## src/include/pbcc_pkg.sv

```systemverilog
/*
 * Shared constants and types for the parallel-bus calendar clock:
 * register offsets, field positions, reset values, pulse modes and timing.
 * Assumes a 40 MHz system clock and a 32.768 kHz crystal level on a pin.
 */
`default_nettype none
package pbcc_pkg;
    // register offsets
    localparam logic [2:0] ADDR_SEC   = 3'h0;
    localparam logic [2:0] ADDR_MIN   = 3'h1;
    localparam logic [2:0] ADDR_HOUR  = 3'h2;
    localparam logic [2:0] ADDR_LEAP  = 3'h3;
    localparam logic [2:0] ADDR_DAY   = 3'h4;
    localparam logic [2:0] ADDR_MON   = 3'h5;
    localparam logic [2:0] ADDR_YEAR  = 3'h6;
    localparam logic [2:0] ADDR_CTRL  = 3'h7;
    // field positions
    localparam int HOUR_FMT_BIT   = 7;
    localparam int HOUR_PM_BIT    = 6;
    localparam int LEAP_DIS_BIT   = 7;
    localparam int LEAP_WEN_BIT   = 6;
    localparam int CTRL_B0        = 0;
    localparam int CTRL_B1        = 1;
    localparam int CTRL_B2        = 2;
    // reset values
    localparam logic [7:0] RST_SEC   = 8'h00;
    localparam logic [7:0] RST_HOUR  = 8'h00;
    localparam logic [7:0] RST_DAY   = 8'h01;
    localparam logic [7:0] RST_MON   = 8'h01;
    localparam logic [3:0] RST_MODE  = 4'h0;
    // pulse output modes
    localparam logic [3:0] MODE_SQ64    = 4'h3;
    localparam logic [3:0] MODE_INT_LO  = 4'h4;
    localparam logic [3:0] MODE_INT_HI  = 4'hA;
    localparam logic [3:0] MODE_BUSY    = 4'hB;
    // timing
    localparam int CLK_HZ          = 40_000_000;
    localparam int XTAL_HZ         = 32_768;
    localparam int PRESC_W         = 15;
    localparam int BUSY_TICKS      = 2;
    localparam int OSC_TIMEOUT_NS  = 100_000;
    localparam int OSC_TIMEOUT_CYC = (OSC_TIMEOUT_NS / 1000) * (CLK_HZ / 1_000_000);
    localparam int INT_W           = 21;
    localparam logic [INT_W-1:0] INT_P0 = 21'd16;
    localparam logic [INT_W-1:0] INT_P1 = 21'd32;
    localparam logic [INT_W-1:0] INT_P2 = 21'd128;
    localparam logic [INT_W-1:0] INT_P3 = 21'd512;
    localparam logic [INT_W-1:0] INT_P4 = 21'd32768;
    localparam logic [INT_W-1:0] INT_P5 = 21'd327680;
    localparam logic [INT_W-1:0] INT_P6 = 21'd1966080;

    typedef struct packed {
        logic       sel;
        logic       wr_n;
        logic       rd_n;
        logic [2:0] addr;
        logic [7:0] data;
    } pbcc_bus_t;
endpackage
`default_nettype wire

```

## src/hw/pbcc_calendar_clock.sv

```systemverilog
/*
 * Calendar clock: BCD time and calendar counters advanced from a crystal
 * time base, eight byte registers on an asynchronous strobe bus, and an
 * open-drain pulse pin. Assumes all pins are synchronous to CLK and that a
 * pull-up outside gives the pulse pin its high level.
 */
`timescale 1ns/10ps
`default_nettype none
// Summary of operation
// - seconds derived from 32.768 kHz crystal
// - access only when both selects active
// - write strobe rising edge stores data
// - drive data while read strobe low
// - three address bits select eight registers
// - fields held as BCD, tens upper
// - hours bit7: 0 24h, 1 12h
// - bit6 afternoon in 12h, zero in 24h
// - midnight 00H or 92H, noon D2H
// - leap bit7 disables, bit6 enables counter write
// - leap enabled and counter zero: Feb 29
// - control 10 rolls Feb 28 to March
// - modes 0-3 give square waves
// - modes 4-A give interval ticks
// - mode B shows busy; C-F test
// - disable floats pin, flag keeps state
// - crystal flag clears on stop, reset sets
// - busy reads 1 while counters update
// - reads never disturb the counters
// - pulse pin drives low or floats
module pbcc_calendar_clock (
    input  wire  logic       CLK,
    input  wire  logic       SRST,
    input  wire  logic       XTAL,
    input  wire  logic       SEL_N,
    input  wire  logic       SEL,
    input  wire  logic       WR_N,
    input  wire  logic       RD_N,
    input  wire  logic [2:0] ADDR,
    input  wire  logic [7:0] DATA_IN,
    output var   logic [7:0] DATA_OUT,
    output var   logic       DATA_OE,
    output var   logic       PULSE_OUT,
    output var   logic       PULSE_OE
);
    function automatic logic [7:0] bcd_inc(input logic [7:0] v);
        bcd_inc = (v[3:0] == 4'h9) ? {v[7:4] + 4'h1, 4'h0} : {v[7:4], v[3:0] + 4'h1};
    endfunction

    function automatic logic [7:0] month_len(input logic [7:0] m, input logic leap);
        case (m)
            8'h02:                      month_len = leap ? 8'h29 : 8'h28;
            8'h04, 8'h06, 8'h09, 8'h11: month_len = 8'h30;
            default:                    month_len = 8'h31;
        endcase
    endfunction

    // {day carry, next hour}
    function automatic logic [8:0] hour_inc(input logic [7:0] h);
        if (!h[pbcc_pkg::HOUR_FMT_BIT]) begin
            hour_inc = (h == 8'h23) ? {1'b1, 8'h00} : {1'b0, bcd_inc(h)};
        end else if (h[5:0] == 6'h12) begin
            hour_inc = {1'b0, h[7:6], 6'h01};
        end else if (h[5:0] == 6'h11) begin
            hour_inc = {h[6], 1'b1, ~h[6], 6'h12};
        end else begin
            hour_inc = {1'b0, h[7:6], 6'(bcd_inc({2'b00, h[5:0]}))};
        end
    endfunction

    pbcc_pkg::pbcc_bus_t bus_r;
    logic                wr_n_q_r;
    logic                wr_stb;
    logic [7:0]          sec_r, min_r, hour_r, day_r, mon_r, year_r;
    logic [1:0]          leap_ctl_r, leap_cnt_r;
    logic [2:0]          wday_r;
    logic [3:0]          mode_r;
    logic                clk_stop_r, int_stop_r, pulse_dis_r;
    logic                crystal_running_flag_r, busy_r, pulse_flag_r, int_low_r;
    logic                xtal_q_r, xtal_rise;
    logic [pbcc_pkg::PRESC_W-1:0] presc_r;
    logic [12:0]         osc_cnt_r;
    logic                osc_lost;
    logic [pbcc_pkg::INT_W-1:0] int_cnt_r, int_period;
    logic                int_mode, ctl_wr, clk_reset, adjust, int_reset, int_fire;
    logic                sec_tick, c_min, c_hour, c_day, c_mon, c_year, leap_now;
    logic [8:0]          hour_next;
    logic                pulse_lvl;

    // bus pins sampled each cycle
    always_ff @(posedge CLK) begin
        if (SRST) begin
            bus_r    <= '{sel: 1'b0, wr_n: 1'b1, rd_n: 1'b1, addr: 3'h0, data: 8'h00};
            wr_n_q_r <= 1'b1;
        end else begin
            bus_r    <= '{sel: !SEL_N && SEL, wr_n: WR_N, rd_n: RD_N, addr: ADDR,
                          data: DATA_IN};
            wr_n_q_r <= bus_r.wr_n;
        end
    end

    assign wr_stb   = bus_r.sel && bus_r.wr_n && !wr_n_q_r;
    assign ctl_wr   = wr_stb && bus_r.addr == pbcc_pkg::ADDR_CTRL;
    assign int_mode = bus_r.data[7:4] >= pbcc_pkg::MODE_INT_LO
                   && bus_r.data[7:4] <= pbcc_pkg::MODE_INT_HI;
    // control bits mean interval actions in interval modes, clock actions otherwise
    assign clk_reset = ctl_wr && !int_mode && bus_r.data[pbcc_pkg::CTRL_B1];
    assign adjust    = ctl_wr && !int_mode && bus_r.data[pbcc_pkg::CTRL_B2];
    assign int_reset = ctl_wr && int_mode && bus_r.data[pbcc_pkg::CTRL_B1];

    // crystal time base and oscillation watchdog
    assign xtal_rise = XTAL && !xtal_q_r;
    assign osc_lost  = osc_cnt_r == 13'(pbcc_pkg::OSC_TIMEOUT_CYC);
    always_ff @(posedge CLK) begin
        if (SRST) begin
            xtal_q_r  <= 1'b0;
            presc_r   <= '0;
            osc_cnt_r <= '0;
        end else begin
            xtal_q_r <= XTAL;
            if (clk_reset) begin
                presc_r <= '0;
            end else if (xtal_rise && !clk_stop_r) begin
                presc_r <= presc_r + 1'b1;
            end
            if (xtal_rise) begin
                osc_cnt_r <= '0;
            end else if (!osc_lost) begin
                osc_cnt_r <= osc_cnt_r + 13'h0001;
            end
        end
    end

    // flag clears on power-up and on loss; only a clock reset sets it again
    always_ff @(posedge CLK) begin
        if (SRST) begin
            crystal_running_flag_r <= 1'b0;
        end else if (osc_lost) begin
            crystal_running_flag_r <= 1'b0;
        end else if (clk_reset) begin
            crystal_running_flag_r <= 1'b1;
        end
    end

    always_ff @(posedge CLK) begin
        if (SRST) begin
            busy_r <= 1'b0;
        end else begin
            busy_r <= !clk_stop_r
                   && presc_r >= 15'(pbcc_pkg::XTAL_HZ - pbcc_pkg::BUSY_TICKS);
        end
    end

    // counter carry chain
    assign sec_tick  = xtal_rise && !clk_stop_r && !clk_reset && (&presc_r);
    assign c_min     = (sec_tick && sec_r == 8'h59) || (adjust && sec_r >= 8'h30);
    assign c_hour    = c_min && min_r == 8'h59;
    assign hour_next = hour_inc(hour_r);
    assign c_day     = c_hour && hour_next[8];
    assign leap_now  = !leap_ctl_r[1] && leap_cnt_r == 2'b00;
    assign c_mon     = c_day && day_r == month_len(mon_r, leap_now);
    assign c_year    = c_mon && mon_r == 8'h12;

    // a host write to a field wins over the count in the same cycle
    always_ff @(posedge CLK) begin
        if (SRST) begin
            sec_r <= pbcc_pkg::RST_SEC;
            min_r <= pbcc_pkg::RST_SEC;
        end else begin
            if (wr_stb && bus_r.addr == pbcc_pkg::ADDR_SEC) begin
                sec_r <= bus_r.data;
            end else if (adjust || (sec_tick && sec_r == 8'h59)) begin
                sec_r <= 8'h00;
            end else if (sec_tick) begin
                sec_r <= bcd_inc(sec_r);
            end
            if (wr_stb && bus_r.addr == pbcc_pkg::ADDR_MIN) begin
                min_r <= bus_r.data;
            end else if (c_hour) begin
                min_r <= 8'h00;
            end else if (c_min) begin
                min_r <= bcd_inc(min_r);
            end
        end
    end

    always_ff @(posedge CLK) begin
        if (SRST) begin
            hour_r <= pbcc_pkg::RST_HOUR;
        end else if (wr_stb && bus_r.addr == pbcc_pkg::ADDR_HOUR) begin
            hour_r <= {bus_r.data[7], bus_r.data[7] & bus_r.data[6], bus_r.data[5:0]};
        end else if (c_hour) begin
            hour_r <= hour_next[7:0];
        end
    end

    always_ff @(posedge CLK) begin
        if (SRST) begin
            leap_ctl_r <= 2'b00;
            leap_cnt_r <= 2'b00;
            wday_r     <= 3'h0;
        end else if (wr_stb && bus_r.addr == pbcc_pkg::ADDR_LEAP) begin
            leap_ctl_r <= bus_r.data[7:6];
            if (bus_r.data[pbcc_pkg::LEAP_WEN_BIT]) begin
                leap_cnt_r <= bus_r.data[5:4];
            end
            wday_r <= bus_r.data[2:0];
        end else begin
            if (c_year) begin
                leap_cnt_r <= leap_cnt_r + 2'b01;
            end
            if (c_day) begin
                wday_r <= (wday_r == 3'h6) ? 3'h0 : wday_r + 3'h1;
            end
        end
    end

    always_ff @(posedge CLK) begin
        if (SRST) begin
            day_r  <= pbcc_pkg::RST_DAY;
            mon_r  <= pbcc_pkg::RST_MON;
            year_r <= pbcc_pkg::RST_SEC;
        end else begin
            if (wr_stb && bus_r.addr == pbcc_pkg::ADDR_DAY) begin
                day_r <= bus_r.data;
            end else if (c_mon) begin
                day_r <= 8'h01;
            end else if (c_day) begin
                day_r <= bcd_inc(day_r);
            end
            if (wr_stb && bus_r.addr == pbcc_pkg::ADDR_MON) begin
                mon_r <= bus_r.data;
            end else if (c_year) begin
                mon_r <= 8'h01;
            end else if (c_mon) begin
                mon_r <= bcd_inc(mon_r);
            end
            if (wr_stb && bus_r.addr == pbcc_pkg::ADDR_YEAR) begin
                year_r <= bus_r.data;
            end else if (c_year) begin
                year_r <= (year_r == 8'h99) ? 8'h00 : bcd_inc(year_r);
            end
        end
    end

    // mode and control state
    always_ff @(posedge CLK) begin
        if (SRST) begin
            mode_r      <= pbcc_pkg::RST_MODE;
            clk_stop_r  <= 1'b0;
            int_stop_r  <= 1'b0;
            pulse_dis_r <= 1'b0;
        end else if (ctl_wr) begin
            mode_r <= bus_r.data[7:4];
            if (int_mode) begin
                int_stop_r  <= bus_r.data[pbcc_pkg::CTRL_B0];
                pulse_dis_r <= bus_r.data[pbcc_pkg::CTRL_B2];
            end else begin
                clk_stop_r <= bus_r.data[pbcc_pkg::CTRL_B0];
            end
        end
    end

    // interval ticks counted in crystal periods
    always_comb begin
        case (mode_r)
            4'h4:    int_period = pbcc_pkg::INT_P0;
            4'h5:    int_period = pbcc_pkg::INT_P1;
            4'h6:    int_period = pbcc_pkg::INT_P2;
            4'h7:    int_period = pbcc_pkg::INT_P3;
            4'h8:    int_period = pbcc_pkg::INT_P4;
            4'h9:    int_period = pbcc_pkg::INT_P5;
            default: int_period = pbcc_pkg::INT_P6;
        endcase
    end

    assign int_fire = xtal_rise && !int_stop_r && int_cnt_r >= int_period - 1'b1;
    always_ff @(posedge CLK) begin
        if (SRST || int_reset) begin
            int_cnt_r <= '0;
            int_low_r <= 1'b0;
        end else if (xtal_rise && !int_stop_r) begin
            int_cnt_r <= int_fire ? '0 : int_cnt_r + 1'b1;
            int_low_r <= int_fire; // held low for one crystal period
        end
    end

    always_comb begin
        if (mode_r <= pbcc_pkg::MODE_SQ64) begin
            // square taps on prescaler bits 3, 4, 6 and 8
            pulse_lvl = mode_r[1] ? presc_r[4'h6 + {2'b00, mode_r[0], 1'b0}]
                                  : presc_r[4'h3 + {3'b000, mode_r[0]}];
        end else if (mode_r <= pbcc_pkg::MODE_INT_HI) begin
            pulse_lvl = int_low_r;
        end else if (mode_r == pbcc_pkg::MODE_BUSY) begin
            pulse_lvl = busy_r;
        end else begin
            pulse_lvl = 1'b0; // test codes leave the pin idle
        end
    end

    always_ff @(posedge CLK) begin
        if (SRST) begin
            pulse_flag_r <= 1'b0;
            PULSE_OE     <= 1'b0;
            PULSE_OUT    <= 1'b0;
        end else begin
            PULSE_OUT    <= 1'b0;
            pulse_flag_r <= pulse_lvl;
            PULSE_OE     <= pulse_lvl && !pulse_dis_r;
        end
    end

    // reads only select data; nothing below feeds back into the counters
    always_ff @(posedge CLK) begin
        if (SRST) begin
            DATA_OUT <= 8'h00;
            DATA_OE  <= 1'b0;
        end else begin
            DATA_OE <= bus_r.sel && !bus_r.rd_n;
            case (bus_r.addr)
                pbcc_pkg::ADDR_SEC:  DATA_OUT <= sec_r;
                pbcc_pkg::ADDR_MIN:  DATA_OUT <= min_r;
                pbcc_pkg::ADDR_HOUR: DATA_OUT <= hour_r;
                pbcc_pkg::ADDR_LEAP: DATA_OUT <= {leap_ctl_r, leap_cnt_r, 1'b0, wday_r};
                pbcc_pkg::ADDR_DAY:  DATA_OUT <= day_r;
                pbcc_pkg::ADDR_MON:  DATA_OUT <= mon_r;
                pbcc_pkg::ADDR_YEAR: DATA_OUT <= year_r;
                default:             DATA_OUT <= {mode_r, 1'b0, pulse_flag_r, crystal_running_flag_r, busy_r};
            endcase
        end
    end
endmodule // pbcc_calendar_clock
`default_nettype wire

```

## config.mk

```make
export PLATFORM = sky130hd
export DESIGN_NAME = pbcc_calendar_clock
export DESIGN_NICKNAME = d
export VERILOG_FILES = /design/src/include/pbcc_pkg.sv /design/src/hw/pbcc_calendar_clock.sv
export SDC_FILE = /design/constraint.sdc
export NUM_CORES = 1
export LEC_CHECK = 0
export BUFFER_PORTS_ARGS = -buffer_cell sky130_fd_sc_hd__buf_2
export CORE_UTILIZATION = 45
export CTS_BUF_LIST = sky130_fd_sc_hd__clkbuf_4 sky130_fd_sc_hd__clkbuf_8 sky130_fd_sc_hd__clkbuf_16
export DETAILED_ROUTE_END_ITERATION = 10
export GPL_ROUTABILITY_DRIVEN = 0
export GPL_TIMING_DRIVEN = 1
export MAX_ROUTING_LAYER = met4
export PLACE_DENSITY = 0.59
export SYNTH_ARGS = -nofsm -noshare
export SYNTH_HDL_FRONTEND = slang
export SYNTH_SLANG_ARGS = --single-unit
```

## constraint.sdc

```tcl
create_clock -name CLK -period 4 [get_ports CLK]
set_clock_uncertainty 0.15 [all_clocks]
set_input_delay 0 -clock CLK [delete_from_list [all_inputs] [get_ports CLK]]
set_output_delay 0 -clock CLK [all_outputs]
set_load 0.02 [all_outputs]
```

==> results of run 1 <==
## registers in the layout, summed over array words and instances (netlist names), 13 cells and up
| signal | cells |
|---|---|
| int_cnt_r | 21 |
| presc_r | 15 |
| bus_r | 14 |
| osc_cnt_r | 13 |
## stage by stage
step,cells,hold WS [ns]
5_1_grt,1303,0.1284
4_1_cts,1303,0.1167
2_1_floorplan,1029,-0.07420
6_report,1303,0.1278
3_5_place_dp,1245,0.01544
3_3_place_gp,1245,0.01361
## repair_timing
action / 4_1_cts / 5_1_grt
endpoints found under the hold margin: 19 / 0
hold buffers: 26 / 0
buffers inserted: 0 / 0
## path summary, 6_finish.rpt
kind | cells past startpoint | slack, ns | start | to
hold reg to reg | 1 | 0.24 | bus_r[11] | DATA_OE
setup / recovery | 14 | 0.49 | mode_r[2] | int_cnt_r[5]
setup reg to reg | 14 | 0.49 | mode_r[2] | int_cnt_r[5]
hold / removal | 3 | 0.13 | RD_N | bus_r[11]
## cells by family (layout without fill, tap and decap cells)
| group | Yosys count | in the layout | share of synthesized area, % |
|---|---|---|---|
| muxes | 30 | 30 | 4.976 |
| other | 1 | 1 | 0.04400 |
| and+or+nand+nor | 419 | 419 | 25.69 |
| buffers and inverters | 108 | 153 | 5.197 |
| adders and majority gates | 47 | 47 | 6.900 |
| AOI/OAI and AO/OA | 238 | 238 | 19.45 |
| DFF | 141 | 141 | 33.12 |
| xor gates and xnor gates | 45 | 45 | 4.624 |
## Yosys cell counts (all sizes together) (5+ instances only)
cell type	number	area, µm²
dfxtp	141	2823
nor2	121	456.7
nand2	75	289.0
a21oi	62	310.3
inv	49	183.9
ha	47	588.1
nand3	47	240.2
o21ai	41	205.2
clkbuf	37	140.1
nor3	30	155.1
xor2	28	245.2
nand4	27	175.2
nor2b	27	168.9
buf	21	115.1
a211oi	20	150.1
mux2i	18	180.2
a31oi	17	106.4
and3	17	106.4
xnor2	17	148.9
a221oi	13	113.9
nor3b	12	111.4
a21o	11	82.58
or3	10	62.56
a311oi	9	78.83
and4	9	78.83
mux4	9	202.7
nor4	8	50.05
o31ai	8	73.82
and2	7	43.79
o211ai	7	52.55
or2	6	37.54
o221ai	5	43.79
## power breakdown
group | leakage [nW] | internal (mW) | switching (mW) | total [mW]
registers | 1.14 | 1.42 | 0.0324 | 1.45
clock network | 0.287 | 0.898 | 0.707 | 1.61
logic | 2.29 | 0.0677 | 0.0957 | 0.163
total | 3.72 | 2.39 | 0.836 | 3.22
## final cells by class
| class | count | area share, % |
|---|---|---|
| well taps | 229 | 2.962 |
| clock inverters | 14 | 1.552 |
| inverters | 50 | 1.940 |
| clock buffers | 18 | 4.540 |
| repair buffers | 71 | 5.484 |
| multi-input cells | 780 | 54.35 |
| flip-flops and latches | 141 | 29.18 |
## critical path, cell delays in order, from the launching register on
cell      delay, ns
dfxtp_1        0.47
nor2b_1        0.50
nand2_1        0.15
ha_1           0.31
inv_1          0.13
o21ai_0        0.12
o211ai_1       0.16
ha_1           0.28
a21o_1         0.18
a21o_1         0.17
a21oi_1        0.23
o22a_1         0.17
o211ai_1       0.10
buf_4          0.22
nor2_1         0.10
## per-layer routing
layer	routed length, µm	up-vias
li1	-	3815
met3	1512	33
met4	460	0
met1	11150	3606
met2	10520	263
met5	0	-
==> results by group, run 1 <==
Timing
  • RSZ-0062 raised after global routing: false
  • Post-Route Setup TNS: 0 ns
  • Slack of the critical path: 0.4916 ns
  • Fmax: 285.0 MHz
  • Slew Viols, Final: 0
  • Final cycle utilization of the critical path: 87.71%
  • Final Critical Period: 3.508 ns
  • Worst Tran Pin Value: 0.9473 ns
  • Max-slew headroom: 36.45%
  • Final setup viols: 0
  • Final Hold Viols: 0

Synth
  • Warnings, synthesis: 0
  • Synth cell types: 84
  • Syn_area_per_cell: 8.283 µm²
  • Syn nets: 1094
  • EDFF count, synth: 0
  • Sequential element share of the synthesized area: 33.12%
  • Post-synth ARST share: 0%
  • Most used DFF post-synth: dfxtp_1
  • #FFs+latches synth: 141
  • Post-Synthesis Cells: 1029
  • Post-Syn Area: 8523 µm²

Detailed routing
  • Total wire length: 23640 µm
  • DR iter-0 viols: 671
  • Post-DRT Antenna Nets: 0
  • Via count: 7717
  • Drt pass-1 iters: 6
  • Routed wire per std cell: 18.15 µm
  • # DRC: 0
  • Vias per cell: 5.922

GRT
  • Maximum number of pins on one net before global-route repair: 52
  • GR met2 Demand/Resource: 39.30%
  • Layer with the highest usage: met2
  • First-pass GRT wire length: 38240 µm
  • Vias in the first global route: 7178
  • Initial antenna violation count: 0
  • GRT overflow: 0
  • GR Layer Usage met3: 4.749%
  • Met1 Use GR: 34.00%
  • Total Routing Usage GR: 25.72%

Placement
  • Detailed Place HPWL: 16420 µm
  • Placed cell area: 8825 µm²
  • Place WS: 0.5701 ns
  • Port buffer count: 27

Final layout
  • Area grow syn2layout: 13.51%
  • Most common cell after layout, fill and taps aside: dfxtp_1
  • Share of layout cells above drive strength 1: 10.71%
  • Non-Filler Cell Area, Final: 9674 µm²
  • Ant diodes: 0
  • Area of the multi-input gates: 5258 µm²
  • # nets final: 1126
  • Final Util: 52.95%
  • Register Area: 2823 µm²
  • Fillers: 1720
  • Commonest cells after routing, fill and taps aside: dfxtp_1 (141), nor2_1 (120), nand2_1 (74)

Setup path
  • Worst path arrival time: 3.73 ns
  • CP Max Fanout: 13
  • Crit. End Element: flop
  • Crit path required time: 4.22 ns
  • Critical Path Source Type: flop
  • CP Class: flop to flop

Clocking
  • Clock root buffer: clkbuf_16
  • CTS tree: yes
  • CTS H-tree lvls: 4
  • Number of buffers created by CTS: 17
  • PostCTS Resize Cnt: 0
  • Largest buffer count on any clock path: 2
  • Sink Count: 141
  • Clock-pin transition on the worst setup and hold timing paths: 0.07 ns
  • Clock Latency Late Sink: 0.44 ns

Run
  • Max Cap Violations: 0

Power and ir drop
  • Worst VDD drop: 0.3204 mV
  • Pwr dens: 333.2 nW/µm²
  • Power Total: 3.224 mW
  • Static leakage: 3.718 nW

Floorplan
  • Die H: 139.6 µm
  • Row count: 49
  • IO Pins: 29
  • Core Area: 18270 µm²
  • Die area: 19500 µm²
  • Initial Utilization: 46.65%
  • Die X-Extent: 139.6 µm

Outcome
  • Status: completed

Worst hold path
  • Worst min path class: input port to flop
No activity file was read; power rests on OpenSTA's default activity.
==> inputs of run 2 (changes only) <==
Settings changed: GPL_TIMING_DRIVEN 1 to 0.
==> run 2 against run 1 <==
Total power rose by 2.5%. Global-route usage rose by 2.5 points. Clock-buffer cell count did not move. Register-to-register slack got worse by 0.05 ns. Core utilization rose by 0.24 points. Flip-flop and latch count did not move. Final area rose by 0.45%. Worst hold slack got worse by 0.080 ns. Cell count rose by 2.2%. Wire length rose by 8.9%. Critical endpoint is now int_cnt_r[19].
==> results by group, run 2 (same netlist as run 1, synthesis figures left out) <==
GRT
  • GRT overflow: 0 (unchanged)
  • Vias in the first global route: 7442 (+3.7%)
  • First-pass GRT wire length: 41230 µm (+7.8%)
  • Maximum number of pins on one net before global-route repair: 17 (-67%)
  • Total Routing Usage GR: 28.23% (+2.5 points)
  • Initial antenna violation count: 1 (+1)

Power and ir drop
  • Int Power: 2.438 mW (+2.1%)
  • Switch share: 26.21% (+0.29 points)
  • Power Total: 3.304 mW (+2.5%)
  • Worst VDD drop: 0.3034 mV (-5.3%)
  • Clk pwr share: 50.8% (+1.0 points)
  • Static leakage: 3.711 nW (-0.18%)
  • Sequential share of power: 43.7% (-1.4 points)
  • Switch Pwr: 865.9 µW (+3.6%)
  • Pwr dens: 340.0 nW/µm² (+2.0%)
  • Logic pwr share: 5.5% (+0.4 points)

Floorplan
  • Die area: 19500 µm² (unchanged)
  • IO Pins: 29 (unchanged)
  • Initial Utilization: 46.65% (unchanged)
  • Row count: 49 (unchanged)
  • Die H: 139.6 µm (unchanged)
  • Die X-Extent: 139.6 µm (unchanged)
  • Core Area: 18270 µm² (unchanged)

Detailed routing
  • Via count: 8010 (+3.8%)
  • Total wire length: 25740 µm (+8.9%)
  • Vias per cell: 6.014 (+1.5%)
  • Routed wire per std cell: 19.32 µm (+6.5%)
  • Drt pass-1 iters: 6 (unchanged)
  • # DRC: 0 (unchanged)
  • Post-DRT Antenna Nets: 0 (unchanged)
  • DR iter-0 viols: 791 (+18%)

Final layout
  • Register Area: 2824 µm² (about the same)
  • Biggest regs: int_cnt_r x21, presc_r x15, bus_r x14
  • Most common cell after layout, fill and taps aside: dfxtp_1
  • Area of the multi-input gates: 5258 µm² (unchanged)
  • Non-Filler Cell Area, Final: 9718 µm² (+0.45%)
  • # nets final: 1154 (+2.5%)
  • Max reg flops: 21 (unchanged)
  • Area grow syn2layout: 14.02%
  • Final Util: 53.19% (+0.24 points)
  • Share of layout cells above drive strength 1: 10.53% (-0.18 points)
  • Largest Register: int_cnt_r
  • Commonest cells after routing, fill and taps aside: dfxtp_1 (140), nor2_1 (120), nand2_1 (74)
  • Fillers: 1747 (+1.6%)

Timing
  • Worst Tran Pin Value: 1.261 ns (+0.3141 ns)
  • RSZ-0062 raised after global routing: false
  • Final Critical Period: 3.557 ns (+0.04897 ns)
  • Final setup viols: 0 (unchanged)
  • Post-Route Setup TNS: 0 ns (unchanged)
  • Slew Viols, Final: 0 (unchanged)
  • Final cycle utilization of the critical path: 88.93% (+1.2 points)
  • Slack of the critical path: 0.4426 ns (-0.04897 ns)
  • Final Hold Viols: 0 (unchanged)
  • Max-slew headroom: 15.26% (-21 points)
  • Fmax: 281.1 MHz (-1.4%)

Placement
  • Port buffer count: 26 (-3.7%)
  • Placed cell area: 8940 µm² (+1.3%)
  • Place WS: -0.002122 ns (-0.5723 ns)
  • Detailed Place HPWL: 18160 µm (+11%)

Setup path
  • Reg2reg path depth: 15 (+1)
  • CP Max Fanout: 10 (-3)
  • Critical Path Source Type: flop
  • Crit. End Element: flop
  • Crit path required time: 4.23 ns (about the same)
  • CP Class: flop to flop
  • Worst path arrival time: 3.79 ns (+0.06 ns)

Clocking
  • Largest buffer count on any clock path: 2 (unchanged)
  • Clock root buffer: clkbuf_16
  • CTS H-tree lvls: 4 (unchanged)
  • Number of buffers created by CTS: 17 (unchanged)
  • Sink Count: 141 (unchanged)
  • Clock-pin transition on the worst setup and hold timing paths: 0.07 ns (about the same)
  • CTS tree: yes
  • Clock Latency Late Sink: 0.45 ns (about the same)

Worst hold path
  • Hold path depth: 3 (unchanged)
  • Worst min path class: input port to flop

Run
  • Max Cap Violations: 0 (unchanged)

Outcome
  • Status: completed
==> run 2: cell count changes in the layout (fill, tap and decap cells not counted), moves of 5 or more <==
cell,before,now
buf_4,18,5
buf_2,27,34
dlygate4sd3_1,26,16
buf_1,0,7
clkbuf_1,0,31
clkbuf_2,0,5
==> run 2: repair_timing <==
item                                   CTS  global route
resized for setup                        2             5
buffers inserted                         0             0
pin swaps                                0             0
hold buffers                            16             0
endpoints found under the hold margin   21             0
gates cloned                             0             0
setup endpoints to repair               18            20
==> run 2: through the flow <==
step | hold WS (ns) | instances
2_1_floorplan | -0.07420 | 1029
3_3_place_gp | 0.01232 | 1284
3_5_place_dp | 0.01386 | 1284
4_1_cts | 0.05031 | 1332
5_1_grt | 0.07744 | 1332
6_report | 0.04791 | 1332
==> run 2: path summary, 6_finish.rpt <==
check,from,end,slack (ns)
worst max-delay path,mode_r[0],int_cnt_r[19],0.44
worst min-delay path,SRST,osc_cnt_r[6],0.05
worst max register to register,mode_r[0],int_cnt_r[19],0.44
worst min register to register,bus_r[11],DATA_OE,0.27
==> run 2: worst max-delay path: stages (launching register included) <==
cell      delay (ns)
dfxtp_1         0.30
clkbuf_1        0.37
nor2_1          0.12
nand2_1         0.12
ha_1            0.30
inv_1           0.13
o21ai_0         0.23
o211ai_1        0.16
ha_1            0.31
a21o_1          0.18
a21o_1          0.16
a21oi_1         0.26
o22a_1          0.18
o211ai_1        0.14
clkbuf_2        0.25
nor2_1          0.13
==> run 2: layout make-up <==
class / count / area share [%]
antenna: 1 / 0.02575
buffer: 57 / 2.639
clock buffer: 18 / 4.455
clock inverter: 14 / 1.854
inverter: 50 / 1.931
multi-input combinational: 780 / 54.10
sequential: 141 / 29.06
tap: 229 / 2.948
timing repair buffer: 42 / 2.987
==> run 2: metal layers <==
layer  part of all wire [%]  track usage (%)
met1                     46            37.72
met2                     44            42.18
met3                    7.6            5.471
met4                    2.8            10.35
met5                      0                -
==> run 2: power groups by stage <==
stage / Sequential, mW / Combinational (mW) / Clock, mW
floorplan: 1.47 / 0.105 / 0
global placement: 1.47 / 0.167 / 0
detailed placement: 1.47 / 0.168 / 0
CTS: 1.44 / 0.180 / 1.70
global route: 1.44 / 0.197 / 1.76
finish: 1.44 / 0.182 / 1.68
